**config.mk**
```make
export PLATFORM = sky130hd
export DESIGN_NAME = fvc_config_regs
export DESIGN_NICKNAME = d
export VERILOG_FILES = /design/src/shared/fvc_pkg.sv /design/src/fvc_config_regs.sv
export SDC_FILE = /design/constraint.sdc
export NUM_CORES = 1
export LEC_CHECK = 0
export BUFFER_PORTS_ARGS = -buffer_cell sky130_fd_sc_hd__buf_2
export CORE_MARGIN = 5
export CORE_UTILIZATION = 55
export CTS_CLUSTER_SIZE = 16
export DETAILED_ROUTE_END_ITERATION = 8
export PLACE_DENSITY_LB_ADDON = 0.1
export SLEW_MARGIN = 15
export SYNTH_ARGS = -nofsm -noshare
export SYNTH_HDL_FRONTEND = slang
export SYNTH_SLANG_ARGS = --single-unit
```
**constraint.sdc**
```tcl
create_clock -name ref_clk -period 7.6 [get_ports ref_clk]
set_input_delay 0 -clock ref_clk [delete_from_list [all_inputs] [get_ports ref_clk]]
set_output_delay 0 -clock ref_clk [all_outputs]
set_load 0.02 [all_outputs]
```
**src/shared/fvc_pkg.sv**
```systemverilog
`default_nettype none
package fvc_pkg;
  // reset values of both registers
  localparam logic [7:0] TUNE_RST = 8'hfb;
  localparam logic [7:0] PIN_RST  = 8'hdf;
  // reserved bits forced to zero on every load
  localparam logic [7:0] TUNE_KEEP = 8'hfb;
  localparam logic [7:0] PIN_KEEP  = 8'hdf;
  // instruction codes of the register access commands
  localparam logic [7:0] CMD_WR_TUNE = 8'h81;
  localparam logic [7:0] CMD_RD_TUNE = 8'h85;
  localparam logic [7:0] CMD_WR_PIN  = 8'h61;
  localparam logic [7:0] CMD_RD_PIN  = 8'h65;
  // dummy count used when the field holds zero
  localparam logic [3:0] DUMMY_ZERO_AS = 4'hf;
  // wrap field encodings
  localparam logic [1:0] WRAP_16  = 2'h0;
  localparam logic [1:0] WRAP_32  = 2'h1;
  localparam logic [1:0] WRAP_64  = 2'h2;
  localparam logic [1:0] WRAP_SEQ = 2'h3;
  // drive strength codes and their impedance in ohms
  localparam logic [2:0] DRV_90 = 3'h1;
  localparam logic [2:0] DRV_60 = 3'h2;
  localparam logic [2:0] DRV_45 = 3'h3;
  localparam logic [2:0] DRV_20 = 3'h5;
  localparam logic [2:0] DRV_15 = 3'h6;
  localparam logic [2:0] DRV_30 = 3'h7;
  localparam logic [6:0] OHM_90 = 7'h5a;
  localparam logic [6:0] OHM_60 = 7'h3c;
  localparam logic [6:0] OHM_45 = 7'h2d;
  localparam logic [6:0] OHM_20 = 7'h14;
  localparam logic [6:0] OHM_15 = 7'h0f;
  localparam logic [6:0] OHM_30 = 7'h1e;
  localparam int         ADDR_W = 24;

  typedef enum logic [1:0] {
    PROTO_EXT,
    PROTO_DUAL,
    PROTO_QUAD
  } fvc_proto_t;

  typedef struct packed {
    logic [3:0] dummy;
    logic       xipOff;
    logic       rsvd;
    logic [1:0] wrap;
  } fvc_tune_t;

  typedef struct packed {
    logic       quadOff;
    logic       dualOff;
    logic       rsvd;
    logic       holdOn;
    logic       accelOff;
    logic [2:0] drive;
  } fvc_pin_t;
endpackage : fvc_pkg
`default_nettype wire

```
**src/fvc_config_regs.sv**
```systemverilog
`default_nettype none
// Contract
// - tune bits 7:4 give fast read dummy clocks
// - execute in place only while bit 3 clear
// - basic variant ignores the arm bit
// - wrap field applies to every read
// - wrap walks to block end then start
// - wrap codes 16/32/64/sequential, default sequential
// - dummy zero behaves as fifteen, default fifteen
// - register changes only on its write command
// - pin bit 7 low selects quad protocol
// - bit 7 high falls back to dual/extended
// - bit 6 low with bit 7 high: dual
// - quad wins over dual when both low
// - pin bit 4 low disables hold/reset
// - power-on hold enable follows persistent bit 4
// - accelerator bit counts only for quad use
// - bits 2:0 decode output drive strength
module fvc_config_regs (
  input  wire logic               ref_clk,       // system clock
  input  wire logic               rst_n,         // power-on reset
  input  wire fvc_pkg::fvc_tune_t persistTune,   // power-on tune value
  input  wire fvc_pkg::fvc_pin_t  persistPin,    // power-on pin value
  input  wire logic               basicXip,      // basic xip variant strap
  input  wire logic               spiSelN,       // chip select pin
  input  wire logic               spiClk,        // serial clock pin
  input  wire logic [3:0]         dqIn,          // data lines in
  output logic      [3:0]         dqOut,         // data lines out
  output logic      [3:0]         dqOe,          // data line enables
  input  wire logic               rdStart,       // load read start address
  input  wire logic [23:0]        rdAddr,        // issued read address
  input  wire logic               rdStep,        // advance one byte
  output logic      [23:0]        curAddr,       // byte address now read
  input  wire logic               quadProgCmd,   // quad fast program running
  output logic      [3:0]         dummyClocks,   // dummy clocks in effect
  output logic                    xipAllowed,    // xip may be entered
  output fvc_pkg::fvc_proto_t     protocol,      // command protocol
  output logic                    holdEnable,    // hold/reset pin active
  output logic                    accelEnable,   // accelerator pin honoured
  output logic      [6:0]         driveOhms,     // drive impedance
  output logic                    driveReserved  // drive code reserved
);
  import fvc_pkg::*;

  typedef enum logic [2:0] {
    ST_IDLE,
    ST_OPCODE,
    ST_DATA,
    ST_READ,
    ST_IGNORE
  } fvc_state_t;

  fvc_tune_t  tune;
  fvc_pin_t   pinCfg;
  fvc_state_t state;
  logic       loaded;
  logic [1:0] csSync;
  logic [1:0] clkSync;
  logic [7:0] dqSync;
  logic       csPrev;
  logic       clkPrev;
  logic [7:0] shiftIn;
  logic [3:0] bitCnt;
  logic [7:0] opcode;
  logic       dataDone;
  logic [7:0] shiftOut;
  logic [3:0] lanes;
  logic       holdActive;
  logic       clkRise;
  logic       clkFall;
  logic       csRise;
  logic       csFall;
  logic [7:0] next_shift;
  logic [3:0] next_cnt;

  // lanes carrying bits in each protocol
  function automatic logic [3:0] laneCount(input fvc_proto_t p);
    case (p)
      PROTO_QUAD: laneCount = 4'h4;
      PROTO_DUAL: laneCount = 4'h2;
      default:    laneCount = 4'h1;
    endcase
  endfunction : laneCount

  // shift the sampled lines into a byte, msb first
  function automatic logic [7:0] shiftBits(input logic [7:0] sr,
                                           input logic [3:0] dq,
                                           input fvc_proto_t p);
    case (p)
      PROTO_QUAD: shiftBits = {sr[3:0], dq};
      PROTO_DUAL: shiftBits = {sr[5:0], dq[1:0]};
      default:    shiftBits = {sr[6:0], dq[0]};
    endcase
  endfunction : shiftBits

  // next byte address under the wrap setting
  function automatic logic [23:0] wrapNext(input logic [23:0] a,
                                           input logic [1:0]  w);
    logic [23:0] inc;
    inc = a + 24'h000001;
    case (w)
      WRAP_16: wrapNext = {a[23:4], inc[3:0]};
      WRAP_32: wrapNext = {a[23:5], inc[4:0]};
      WRAP_64: wrapNext = {a[23:6], inc[5:0]};
      default: wrapNext = inc;
    endcase
  endfunction : wrapNext

  // pin synchronisers; first stage feeds only the second
  always_ff @(posedge ref_clk) begin
    if (!rst_n) begin
      csSync  <= 2'h3;
      clkSync <= 2'h0;
      dqSync  <= 8'hff;
    end else begin
      csSync  <= {csSync[0], spiSelN};
      clkSync <= {clkSync[0], spiClk};
      dqSync  <= {dqSync[3:0], dqIn};
    end
  end

  // edge history taken from the second stage only
  always_ff @(posedge ref_clk) begin
    if (!rst_n) begin
      csPrev  <= 1'b1;
      clkPrev <= 1'b0;
    end else begin
      csPrev  <= csSync[1];
      clkPrev <= clkSync[1];
    end
  end

  // hold ignored in quad, where dq3 is a data lane
  // hold freezes the serial clock unless dq3 carries data
  assign holdActive = holdEnable && (protocol != PROTO_QUAD)
                      && !dqSync[7] && !csSync[1];
  assign clkRise = clkSync[1] && !clkPrev && !holdActive;
  assign clkFall = !clkSync[1] && clkPrev && !holdActive;
  assign csFall  = !csSync[1] && csPrev;
  assign csRise  = csSync[1] && !csPrev;
  assign lanes   = laneCount(protocol);
  assign next_shift = shiftBits(shiftIn, dqSync[7:4], protocol);
  assign next_cnt   = bitCnt + lanes;

  // short or long frames leave dataDone low and write nothing
  // frame decoder: opcode byte then optional data byte
  always_ff @(posedge ref_clk) begin
    if (!rst_n) begin
      state    <= ST_IDLE;
      shiftIn  <= 8'h00;
      bitCnt   <= 4'h0;
      opcode   <= 8'h00;
      dataDone <= 1'b0;
    end else if (csSync[1]) begin
      state  <= ST_IDLE;
      bitCnt <= 4'h0;
    end else if (csFall) begin
      state    <= ST_OPCODE;
      bitCnt   <= 4'h0;
      dataDone <= 1'b0;
    end else if (clkRise) begin
      shiftIn <= next_shift;
      bitCnt  <= (next_cnt == 4'h8) ? 4'h0 : next_cnt;
      case (state)
        ST_OPCODE: begin
          if (next_cnt == 4'h8) begin
            opcode <= next_shift;
            if (next_shift == CMD_WR_TUNE ||
                next_shift == CMD_WR_PIN)
              state <= ST_DATA;
            else if (next_shift == CMD_RD_TUNE ||
                     next_shift == CMD_RD_PIN)
              state <= ST_READ;
            else
              state <= ST_IGNORE;
          end
        end
        ST_DATA: begin
          if (next_cnt == 4'h8) begin
            dataDone <= 1'b1;
            state    <= ST_IGNORE;
          end
        end
        ST_READ:   state <= ST_READ;
        ST_IGNORE: begin
          dataDone <= 1'b0;                             // extra bits void it
          state    <= ST_IGNORE;
        end
        default:   state <= ST_IDLE;
      endcase
    end
  end

  // read answer: register repeats while the clock runs
  always_ff @(posedge ref_clk) begin
    if (!rst_n) begin
      shiftOut <= 8'h00;
      dqOut    <= 4'h0;
      dqOe     <= 4'h0;
    end else if (csSync[1]) begin
      dqOe <= 4'h0;
    end else if (clkRise && state == ST_OPCODE && next_cnt == 4'h8) begin
      shiftOut <= (next_shift == CMD_RD_PIN) ? 8'(pinCfg) : 8'(tune);
    end else if (clkFall && state == ST_READ) begin
      case (protocol)
        PROTO_QUAD: begin
          dqOut    <= shiftOut[7:4];
          dqOe     <= 4'hf;
          shiftOut <= {shiftOut[3:0], shiftOut[7:4]};
        end
        PROTO_DUAL: begin
          dqOut    <= {2'h0, shiftOut[7:6]};
          dqOe     <= 4'h3;
          shiftOut <= {shiftOut[5:0], shiftOut[7:6]};
        end
        default: begin
          dqOut    <= {2'h0, shiftOut[7], 1'b0};
          dqOe     <= 4'h2;
          shiftOut <= {shiftOut[6:0], shiftOut[7]};
        end
      endcase
    end
  end

  // tune register: persistent load once, then only by its write
  always_ff @(posedge ref_clk) begin
    if (!rst_n) begin
      tune <= TUNE_RST;
    end else if (!loaded) begin
      tune <= persistTune & TUNE_KEEP;
    end else if (csRise && dataDone && opcode == CMD_WR_TUNE) begin
      tune <= shiftIn & TUNE_KEEP;
    end
  end

  // pin register: bit 5 never stored as one
  always_ff @(posedge ref_clk) begin
    if (!rst_n) begin
      pinCfg <= PIN_RST;
    end else if (!loaded) begin
      pinCfg <= persistPin & PIN_KEEP;
    end else if (csRise && dataDone && opcode == CMD_WR_PIN) begin
      pinCfg <= shiftIn & PIN_KEEP;
    end
  end

  // rst_n doubles as power-on, so a write never survives it
  // one-shot copy of persistent values after reset release
  always_ff @(posedge ref_clk) begin
    if (!rst_n)
      loaded <= 1'b0;
    else
      loaded <= 1'b1;
  end

  // wrapped read address, held inside the aligned block for the 16/32/64 wrap codes
  always_ff @(posedge ref_clk) begin
    if (!rst_n)
      curAddr <= 24'h000000;
    else if (rdStart)
      curAddr <= rdAddr;
    else if (rdStep)
      curAddr <= wrapNext(curAddr, tune.wrap);
  end

  // decoded configuration seen by the rest of the flash
  always_comb begin
    dummyClocks = (tune.dummy == 4'h0) ? DUMMY_ZERO_AS
                                       : tune.dummy;
    xipAllowed  = basicXip || !tune.xipOff;
    if (!pinCfg.quadOff)
      protocol = PROTO_QUAD;
    else if (!pinCfg.dualOff)
      protocol = PROTO_DUAL;
    else
      protocol = PROTO_EXT;
    holdEnable  = pinCfg.holdOn;
    accelEnable = !pinCfg.accelOff &&
                  (quadProgCmd || !pinCfg.quadOff);
  end

  // reserved codes keep the default impedance rather than guess
  // drive strength decode; reserved codes flagged
  always_comb begin
    driveReserved = 1'b0;
    case (pinCfg.drive)
      DRV_90:  driveOhms = OHM_90;
      DRV_60:  driveOhms = OHM_60;
      DRV_45:  driveOhms = OHM_45;
      DRV_20:  driveOhms = OHM_20;
      DRV_15:  driveOhms = OHM_15;
      DRV_30:  driveOhms = OHM_30;
      default: begin
        driveOhms     = OHM_30;                         // keep safe drive
        driveReserved = 1'b1;
      end
    endcase
  end
endmodule : fvc_config_regs
`default_nettype wire

```
==> metrics, run 1 <==
CP required=7890 ps; Area contributors post-synth=dfxtp_1 (39%), mux2i_1 (9.7%), nand2_1 (4.4%); RePlAce Congestion=0.8500; ys flop type=dfxtp_1; vias=4229; clock root cell=clkbuf_8; core area=0.008299 mm²; Slowest-stage cell, CP=dfxtp_1; delay of the slowest critical-path stage=780 ps; area share of the largest cell type after synthesis=38.81%; RSZ-0062 raised after global routing=no; R2R Path Start=pinCfg[7]; worst vdd ir=0.1538 mV; layout cells sized above 1=20.03%; nets@finish=731; H-Tree Depth=3; Crit path arrival time=4150 ps; R2R depth=8; Synth async-reset ratio=0%; Synth warnings=0; max_cap viols=0; die area=0.01059 mm²; drt pass-1 iters=4; clock latency on the worst-skew pair=370 ps; Netlist cell types=53; Layout fillers=680; grt ovf=0; capturing point of the worst reg2reg path=shiftOut[2]; TritonCTS clock tree=done; WS Path Type=reg2reg; I/O pin total=101; commonest cells after routing, fill and taps aside=buf_2 (98), dfxtp_1 (92), nand2_1 (56), mux2i_1 (46), dlygate4sd3_1 (44); Finished Layout Cells=784; Setup TNS=0 ps; Max Clock Skew=8.678 ps; biggest area consumer among synthesized cells=dfxtp_1; Final Max Slew Viols=0; Post-Syn Area=0.004746 mm²; Pwr per Cell Area=161.3 mW/mm²; Mapped Cells=546; Fin. Hold Viols=0; register area share after synthesis=38.81%; nature of the critical path endpoint=flop; critical hold path startpoint=rdStep; multi-input logic area=0.002731 mm²; first-pass GRT wire length=19090 µm; drt via density=5.394; Slew headroom=28.26%; postcts setup bufs=0; status=finished clean; Avg Inst Size Synth=8.692 µm²; fmax=259.1 MHz; Ant. Diodes=0; worst-margin pin slew=1075 ps; FF/Latch Area=0.001842 mm²; initial core utilization=57.18%; Post-Place Cells=724; antenna violations before repair=0; largest net degree at the start of global routing=88; DRT iter0 DRCs=215; Final period util=50.79%; Clock Tree Buf Depth=2; CP Max Fanout=17; # DRC=0; vias in the first global route=4010; Die Wd=102.9 µm; Startpoint Class=flop; net count after synthesis=603; Num CTS Buffers=9; hold path depth=4; post-DR wirelength/cell=14.84 µm; Worst Hold Class=in2reg; CP Cell Sequence=inv_1, nor2_1, fa_1, nor3_1, o21a_1, nand3_1, or3_1, a31oi_1; CTS resizes=0; worst reg-to-reg setup slack=3740 ps; Setup Viol. Count Final=0; chip height=102.9 µm; hold worst-path end=curAddr[0]; number of synthesized flops with an enable pin=0; Detailed Route WL=11630 µm; row count=33; CTS clock-pin slew for the worst setup and hold paths=90 ps; ANT nets after route=0; leak pwr=2.591 nW; post-DP HPWL=7972 µm; commonest non-fill, non-tap cell in the layout=buf_2; number of port buffers=98; crit path time final=3860 ps; Seq cells post-synth=92; layout overhead on the synthesized area=23.97%; GRT Util Overall=22.54%; clock sink total=92
[logic make-up after synthesis]
family / Yosys count / synth area share [%]
AO/OA/AOI/OAI: 101 / 14.00
flip-flops: 92 / 38.81
buffers and inverters: 42 / 3.770
AND/OR/NAND/NOR: 220 / 24.07
adder cells (fa/ha/maj): 5 / 1.476
XOR/XNOR: 25 / 4.614
multiplexers: 61 / 13.26
[where the power goes]
part	leakage [nW]	internal (W)	switching (W)	total, W
Clock	0.0783	0.000118	0.000178	0.000296
Sequential	0.754	0.000498	0.0000225	0.000521
Combinational	1.76	0.0000657	0.0000663	0.000132
Total	2.59	0.000682	0.000267	0.000949
[sequential cells by signal (all words and copies together) (netlist names), 3 cells and up]
register	flops
pinCfg	6
dqOe	3
shiftOut	8
tune	7
bitCnt	4
curAddr	24
shiftIn	8
state	3
dqOut	4
opcode	8
dqSync	8
[synthesized netlist by cell type (all sizes together), types with 2 or more instances]
cell and number:
dfxtp 92, inv 13, nand3 20, a21oi 28
nand2b 22, nor2 37, xnor2 12, o21ai 27
ha 4, nor3 14, mux2 15, a31oi 4
nor3b 5, xor2 13, or4b 2, a211oi 4
o21bai 5, or2 3, buf 8, nand3b 5
nand2 57, o31ai 6, clkbuf 21, nand4 3
nor2b 20, or3 2, o211ai 7, and2 15
and3 10, mux2i 46, o211a 11, o22a 2
[through the flow]
stage	util (%)	worst slack, ps	hold WS, ps	cell area, µm²	power, W
after floorplan	-	4368	27.72	4746	0.0006031
after global placement	63.55	3914	178.7	5274	0.0006419
after detailed placement	63.55	3811	182.5	5274	0.0006454
after CTS	70.89	3777	104.8	5883	0.0009542
after global routing	70.89	3363	136.5	5883	0.0009906
final	70.89	3740	110.6	5883	0.0009492
[metal layers]
metal	vias to the layer above	global-route usage, %	share of wire (%)
li1	2160	-	-
met1	1935	31.62	47
met2	120	34.73	45
met3	14	4.736	6.0
met4	0	7.271	1.3
met5	-	0	0
[cell type report]
| class | count | area share (%) |
|---|---|---|
| repair buffers | 146 | 16.33 |
| flip-flops and latches | 92 | 31.31 |
| clock inverters | 6 | 0.7018 |
| well taps | 105 | 2.233 |
| clock buffers | 10 | 2.169 |
| inverters | 13 | 0.8294 |
| multi-input cells | 412 | 46.43 |
[worst max-delay path by stage]
stage / from / to / slack [ps] / cells after the start
final: pinCfg[7] / shiftOut[2] / 3740 / 8
after global routing: pinCfg[7] / shiftOut[2] / 3360 / 8
after CTS: pinCfg[7] / shiftOut[2] / 3780 / 8
after detailed placement: pinCfg[7] / shiftOut[2] / 3810 / 8
after global placement: pinCfg[7] / shiftOut[2] / 3910 / 8
after floorplan: pinCfg[7] / shiftOut[4] / 4370 / 11
[critical path, delay by kind of cell (launching register included)]
family / cells / cell delay (ps)
fa+ha+maj: 1 / 470
flops: 1 / 780
compound gates: 2 / 500
buf+inv: 1 / 310
simple gates: 4 / 1700
[timing repair]
item	4_1_cts	5_1_grt
setup endpoints to repair	0	0
hold endpoints to repair	44	0
hold buffers	44	0
Power figures use the tool's default switching activity.
==> run 2, diff against run 1 <==
==> constraint.sdc (replaced) <==
create_clock -name ref_clk -period 3.9 [get_ports ref_clk]
set_input_delay 0 -clock ref_clk [delete_from_list [all_inputs] [get_ports ref_clk]]
set_output_delay 0 -clock ref_clk [all_outputs]
set_load 0.02 [all_outputs]
==> metrics, run 2 (synthesis gave the netlist of run 1 again) <==
commonest non-fill, non-tap cell in the layout=buf_2 (unchanged); GR Util met1=32.51% (was 31.62%); Slew headroom=29.17% (was 28.26%); WS Path Type=reg2reg (unchanged); Place WS=915.7 ps (was 3811 ps); TritonCTS clock tree=done (unchanged); max reg flops=24 (unchanged); first-pass GRT wire length=19950 µm (was 19090 µm); DRT iter0 DRCs=174 (was 215); post-cts hold buffer count=44 (unchanged); Setup TNS=0 ps (unchanged); worst reg-to-reg setup slack=900 ps (was 3740 ps); Design Area, Final=0.005912 mm² (was 0.005883 mm²); drt via density=5.466 (was 5.394); status=finished clean (unchanged); Final period util=77.02% (was 50.79%); # DRC=0 (unchanged); crit path time final=3004 ps (was 3860 ps); clock latency on the worst-skew pair=370 ps (about the same); met3 Track Usage GR=3.383% (was 4.736%); Detailed Route WL=11970 µm (was 11630 µm); ANT nets after route=0 (unchanged); Worst Hold Class=in2reg (unchanged); nature of the critical path endpoint=flop (unchanged); DP Area=0.005296 mm² (was 0.005274 mm²); Startpoint Class=flop (unchanged); Clock Tree Buf Depth=2 (unchanged); vias=4302 (was 4229); core area=0.008299 mm² (unchanged); vias in the first global route=4137 (was 4010); hold worst-path end=curAddr[0] (unchanged); Max Clock Skew=9.516 ps (was 8.678 ps); H-Tree Depth=3 (unchanged); WHS=136.9 ps (was 110.6 ps); GRT busiest layer=met2 (unchanged); GRT Util Overall=23.58% (was 22.54%); post-DP HPWL=8117 µm (was 7972 µm); drt pass-1 iters=4 (unchanged); R2R depth=10 (was 8); Num CTS Buffers=9 (unchanged); RePlAce Congestion=0.8461 (was 0.8500); die area=0.01059 mm² (unchanged); end-of-flow core utilization=71.23% (was 70.89%); worst-margin pin slew=1061 ps (was 1075 ps); number of port buffers=98 (unchanged); Ant. Diodes=0 (unchanged); Setup Viol. Count Final=0 (unchanged); leak pwr=2.614 nW (was 2.591 nW); chip height=102.9 µm (unchanged); layout overhead on the synthesized area=24.57% (was 23.97%); Top reg by flops=curAddr (unchanged); I/O pin total=101 (unchanged); GR Util met2=37.99% (was 34.73%); R2R Path Start=pinCfg[7] (unchanged); grt ovf=0 (unchanged); Crit path arrival time=3260 ps (was 4150 ps); antenna violations before repair=0 (unchanged); nets@finish=734 (was 731); CTS clock-pin slew for the worst setup and hold paths=90 ps (about the same); commonest cells after routing, fill and taps aside=buf_2 (98), dfxtp_1 (92), nand2_1 (56), mux2i_1 (46), dlygate4sd3_1 (44) (unchanged); fmax=332.9 MHz (was 259.1 MHz); hold path depth=4 (unchanged); CP Max Fanout=9 (was 17); postcts setup bufs=0 (unchanged); RSZ-0062 raised after global routing=no (unchanged); post-DR wirelength/cell=15.21 µm (was 14.84 µm); Fin. Hold Viols=0 (unchanged); CTS resizes=0 (unchanged); clock sink total=92 (unchanged); row count=33 (unchanged); initial core utilization=57.18% (unchanged); clock root cell=clkbuf_8 (unchanged); worst vdd ir=0.1786 mV (was 0.1538 mV); Pwr per Cell Area=315.9 mW/mm² (was 161.3 mW/mm²); Die Wd=102.9 µm (unchanged); max_cap viols=0 (unchanged); largest net degree at the start of global routing=48 (was 88); layout cells sized above 1=20.53% (was 20.03%); slack of the critical path=896.3 ps (was 3740 ps); Final Max Slew Viols=0 (unchanged); capturing point of the worst reg2reg path=shiftOut[1] (was shiftOut[2]); critical hold path startpoint=rdStep (unchanged); CP required=4160 ps (was 7890 ps)
run 2: cell types whose count changed in the layout (fill, tap and decap cells not counted), sizes merged:
cell / previous run / this run
buf: 102 / 105
clkbuf: 10 / 9
clkinvlp: 3 / 2
inv: 13 / 15
run 2: worst max path at each step:
stage | cells past startpoint | endpoint | slack [ps] | startpoint
finish | 10 | shiftOut[1] | 900 | pinCfg[7]
global route | 10 | shiftOut[1] | 680 | pinCfg[7]
CTS | 10 | shiftOut[1] | 880 | pinCfg[7]
detailed placement | 10 | shiftOut[1] | 920 | pinCfg[7]
global placement | 10 | shiftOut[1] | 1060 | pinCfg[7]
floorplan | 11 | shiftOut[4] | 670 | pinCfg[7]
run 2: stage by stage:
| step | cells | total power, W |
|---|---|---|
| finish | 787 | 0.001868 |
| CTS | 787 | 0.001877 |
| floorplan | 546 | 0.001175 |
| detailed placement | 727 | 0.001259 |
| global placement | 727 | 0.001253 |
| global route | 787 | 0.001947 |
run 2: critical path, stage by stage (launching register included):
cell,delay (ps)
dfxtp_1,480
inv_1,210
nor2_1,250
fa_1,480
nor3_1,200
buf_4,160
o21a_1,240
nand3_1,310
buf_4,290
nor3_1,190
o31ai_1,90
run 2: layer usage:
| metal | vias to the layer above | share of wire [%] |
|---|---|---|
| li1 | 2177 | - |
| met3 | 19 | 5.4 |
| met2 | 115 | 46 |
| met1 | 1991 | 47 |
| met5 | - | 0 |
| met4 | 0 | 1.9 |
run 2: area by class of cell:
cell class / instances / area [µm²]
clock inverters: 7 / 51.30
well taps: 105 / 131.4
fillers: 667 / 2387
multi-input cells: 412 / 2731
clock buffers: 9 / 123.9
inverters: 13 / 48.80
flip-flops and latches: 92 / 1842
repair buffers: 149 / 983.4
run 2: power breakdown:
group | internal, W | leakage, nW | total (W) | switching [W]
Combinational | 0.000129 | 1.77 | 0.000265 | 0.000136
Clock | 0.000235 | 0.0860 | 0.000591 | 0.000356
Sequential | 0.000971 | 0.754 | 0.00101 | 0.0000408
==> run 3, diff against run 2 <==
--- a/config.mk
+++ b/config.mk
@@ -7,7 +7,7 @@
 export LEC_CHECK = 0
 export BUFFER_PORTS_ARGS = -buffer_cell sky130_fd_sc_hd__buf_2
 export CORE_MARGIN = 5
-export CORE_UTILIZATION = 55
+export CORE_UTILIZATION = 50
 export CTS_CLUSTER_SIZE = 16
 export DETAILED_ROUTE_END_ITERATION = 8
 export PLACE_DENSITY_LB_ADDON = 0.1
==> constraint.sdc (replaced) <==
create_clock -name ref_clk -period 2.45 [get_ports ref_clk]
set_input_delay 0 -clock ref_clk [delete_from_list [all_inputs] [get_ports ref_clk]]
set_output_delay 0 -clock ref_clk [all_outputs]
set_load 0.02 [all_outputs]
==> metrics, run 3 (synthesis gave the netlist of run 1 again) <==
status=finished, violations left (was finished clean); failing checks=negative setup slack; CP Max Fanout=5 (was 9); max_cap viols=0 (unchanged); Worst Hold Class=in2reg (unchanged); FF/Latch Area=0.001849 mm² (was 0.001842 mm²); Setup TNS=-144.1 ps (was 0 ps); # DRC=0 (unchanged); post-DP HPWL=9247 µm (was 8117 µm); R2R depth=11 (was 10); multi-input logic area=0.002883 mm² (was 0.002731 mm²); drt via density=5.362 (was 5.466); number of port buffers=98 (unchanged); Fin. Hold Viols=0 (unchanged); clock root cell=clkbuf_8 (unchanged); row count=35 (was 33); Crit path arrival time=2780 ps (was 3260 ps); Pwr per Cell Area=491.7 mW/mm² (was 315.9 mW/mm²); Detailed Route WL=13310 µm (was 11970 µm); worst reg-to-reg setup slack=-50 ps (was 900 ps); CP endpoint=shiftOut[7] (was shiftOut[1]); Design Area, Final=0.006490 mm² (was 0.005912 mm²); GRT Util Overall=23.18% (was 23.58%); worst-margin pin slew=777.6 ps (was 1061 ps); die area=0.01154 mm² (was 0.01059 mm²); chip height=107.4 µm (was 102.9 µm); Final period util=102.2% (was 77.02%); grt ovf=0 (unchanged); commonest cells after routing, fill and taps aside=buf_2 (99), dfxtp_1 (90), nand2_1 (56), buf_4 (47), mux2i_1 (45) (was buf_2 (98), dfxtp_1 (92), nand2_1 (56), mux2i_1 (46), dlygate4sd3_1 (44)); initial core utilization=51.36% (was 57.18%); max reg flops=24 (unchanged); Setup Viol. Count Final=5 (was 0); vias=4590 (was 4302); layout cells sized above 1=29.02% (was 20.53%); DRT iter0 DRCs=202 (was 174); antenna violations before repair=0 (unchanged); CP required=2730 ps (was 4160 ps); Layout fillers=716 (was 667); slack of the critical path=-53.97 ps (was 896.3 ps); Startpoint Class=flop (unchanged); R2R Path Start=pinCfg[6] (was pinCfg[7]); first-pass GRT wire length=21750 µm (was 19950 µm); crit path time final=2504 ps (was 3004 ps); ANT nets after route=0 (unchanged); fmax=399.4 MHz (was 332.9 MHz); worst vdd ir=0.3273 mV (was 0.1786 mV); clock sink total=92 (unchanged); WS Path Type=reg2reg (unchanged); vias in the first global route=4476 (was 4137); post-DR wirelength/cell=15.55 µm (was 15.21 µm); RSZ-0062 raised after global routing=yes (was no); nets@finish=779 (was 734); Slew headroom=48.09% (was 29.17%); DP Area=0.005642 mm² (was 0.005296 mm²); clock latency on the worst-skew pair=360 ps (was 370 ps); Die Wd=107.4 µm (was 102.9 µm); RePlAce Congestion=0.9513 (was 0.8461); Final Max Slew Viols=0 (unchanged); Top reg by flops=curAddr (unchanged); layout overhead on the synthesized area=36.75% (was 24.57%); nature of the critical path endpoint=flop (unchanged); largest net degree at the start of global routing=36 (was 48); core area=0.009240 mm² (was 0.008299 mm²); TritonCTS clock tree=done (unchanged); Max Clock Skew=15.42 ps (was 9.516 ps); CP startpoint=pinCfg[6] (was pinCfg[7]); Clock Tree Buf Depth=2 (unchanged); H-Tree Depth=3 (unchanged); drt pass-1 iters=4 (unchanged); Num CTS Buffers=9 (unchanged); I/O pin total=101 (unchanged); leak pwr=2.854 nW (was 2.614 nW); CTS clock-pin slew for the worst setup and hold paths=100 ps (was 90 ps); capturing point of the worst reg2reg path=shiftOut[7] (was shiftOut[1]); Ant. Diodes=0 (unchanged); commonest non-fill, non-tap cell in the layout=buf_2 (unchanged)
-- run 3: cell type report --
cell class	count	share of cell area, %
Multi-Input combinational cell	412	44.42
Sequential cell	92	28.49
Timing Repair Buffer	194	20.55
Tap cell	129	2.487
Clock buffer	9	1.909
Clock inverter	7	1.292
Inverter	13	0.8483
-- run 3: timing repair --
action                                 in CTS  in global routing
setup endpoints to repair                   9                 12
gates resized for setup                     4                 26
setup buffers                               4                  5
endpoints found under the hold margin      44                  0
hold buffers                               44                  0
pin swaps                                   1                 10
gates cloned                                0                  1
-- run 3: power breakdown --
| part | total, W | internal, W | switching, W |
|---|---|---|---|
| clock | 0.00110 | 0.000490 | 0.000609 |
| combinational | 0.000484 | 0.000246 | 0.000238 |
| sequential | 0.00161 | 0.00155 | 0.0000630 |
-- run 3: how the worst min path moves through the flow --
stage                       start        end  depth (start not counted)
after floorplan             rst_n     loaded                          0
after global placement    spiSelN  csSync[0]                          2
after detailed placement  dqIn[1]  dqSync[1]                          2
after CTS                   rst_n  pinCfg[6]                          2
after global routing        rst_n  pinCfg[6]                          2
final                       rst_n  pinCfg[6]                          2
-- run 3: stage by stage --
step	hold WS, ps	total power, W	cells	utilization [%]	setup WS, ps
2_1_floorplan	27.72	0.001878	546	-	-170.5
3_3_place_gp	179.4	0.002037	786	61.06	12.86
3_5_place_dp	183.3	0.002043	786	61.06	-91.08
4_1_cts	73.02	0.003185	850	68.60	10.83
5_1_grt	94.62	0.003322	856	70.24	-202.6
6_report	98.96	0.003191	856	70.24	-53.97
-- run 3: per-layer routing --
metal	global-route usage [%]	vias up	share of wire [%]
met1	32.23	2179	47
met4	6.312	0	0.88
met3	4.019	12	5.5
li1	-	2259	-
met5	0	-	0
met2	37.13	140	47
-- run 3: critical path, stage by stage (launching register included) --
cell and delay, ps:
dfxtp_4 380, nand2_4 80, inv_4 40, ha_4 150
fa_2 370, xor2_4 180, nor3_4 240, o211ai_1 230
o22ai_2 240, buf_2 200, o21ai_0 100, a31oi_1 200
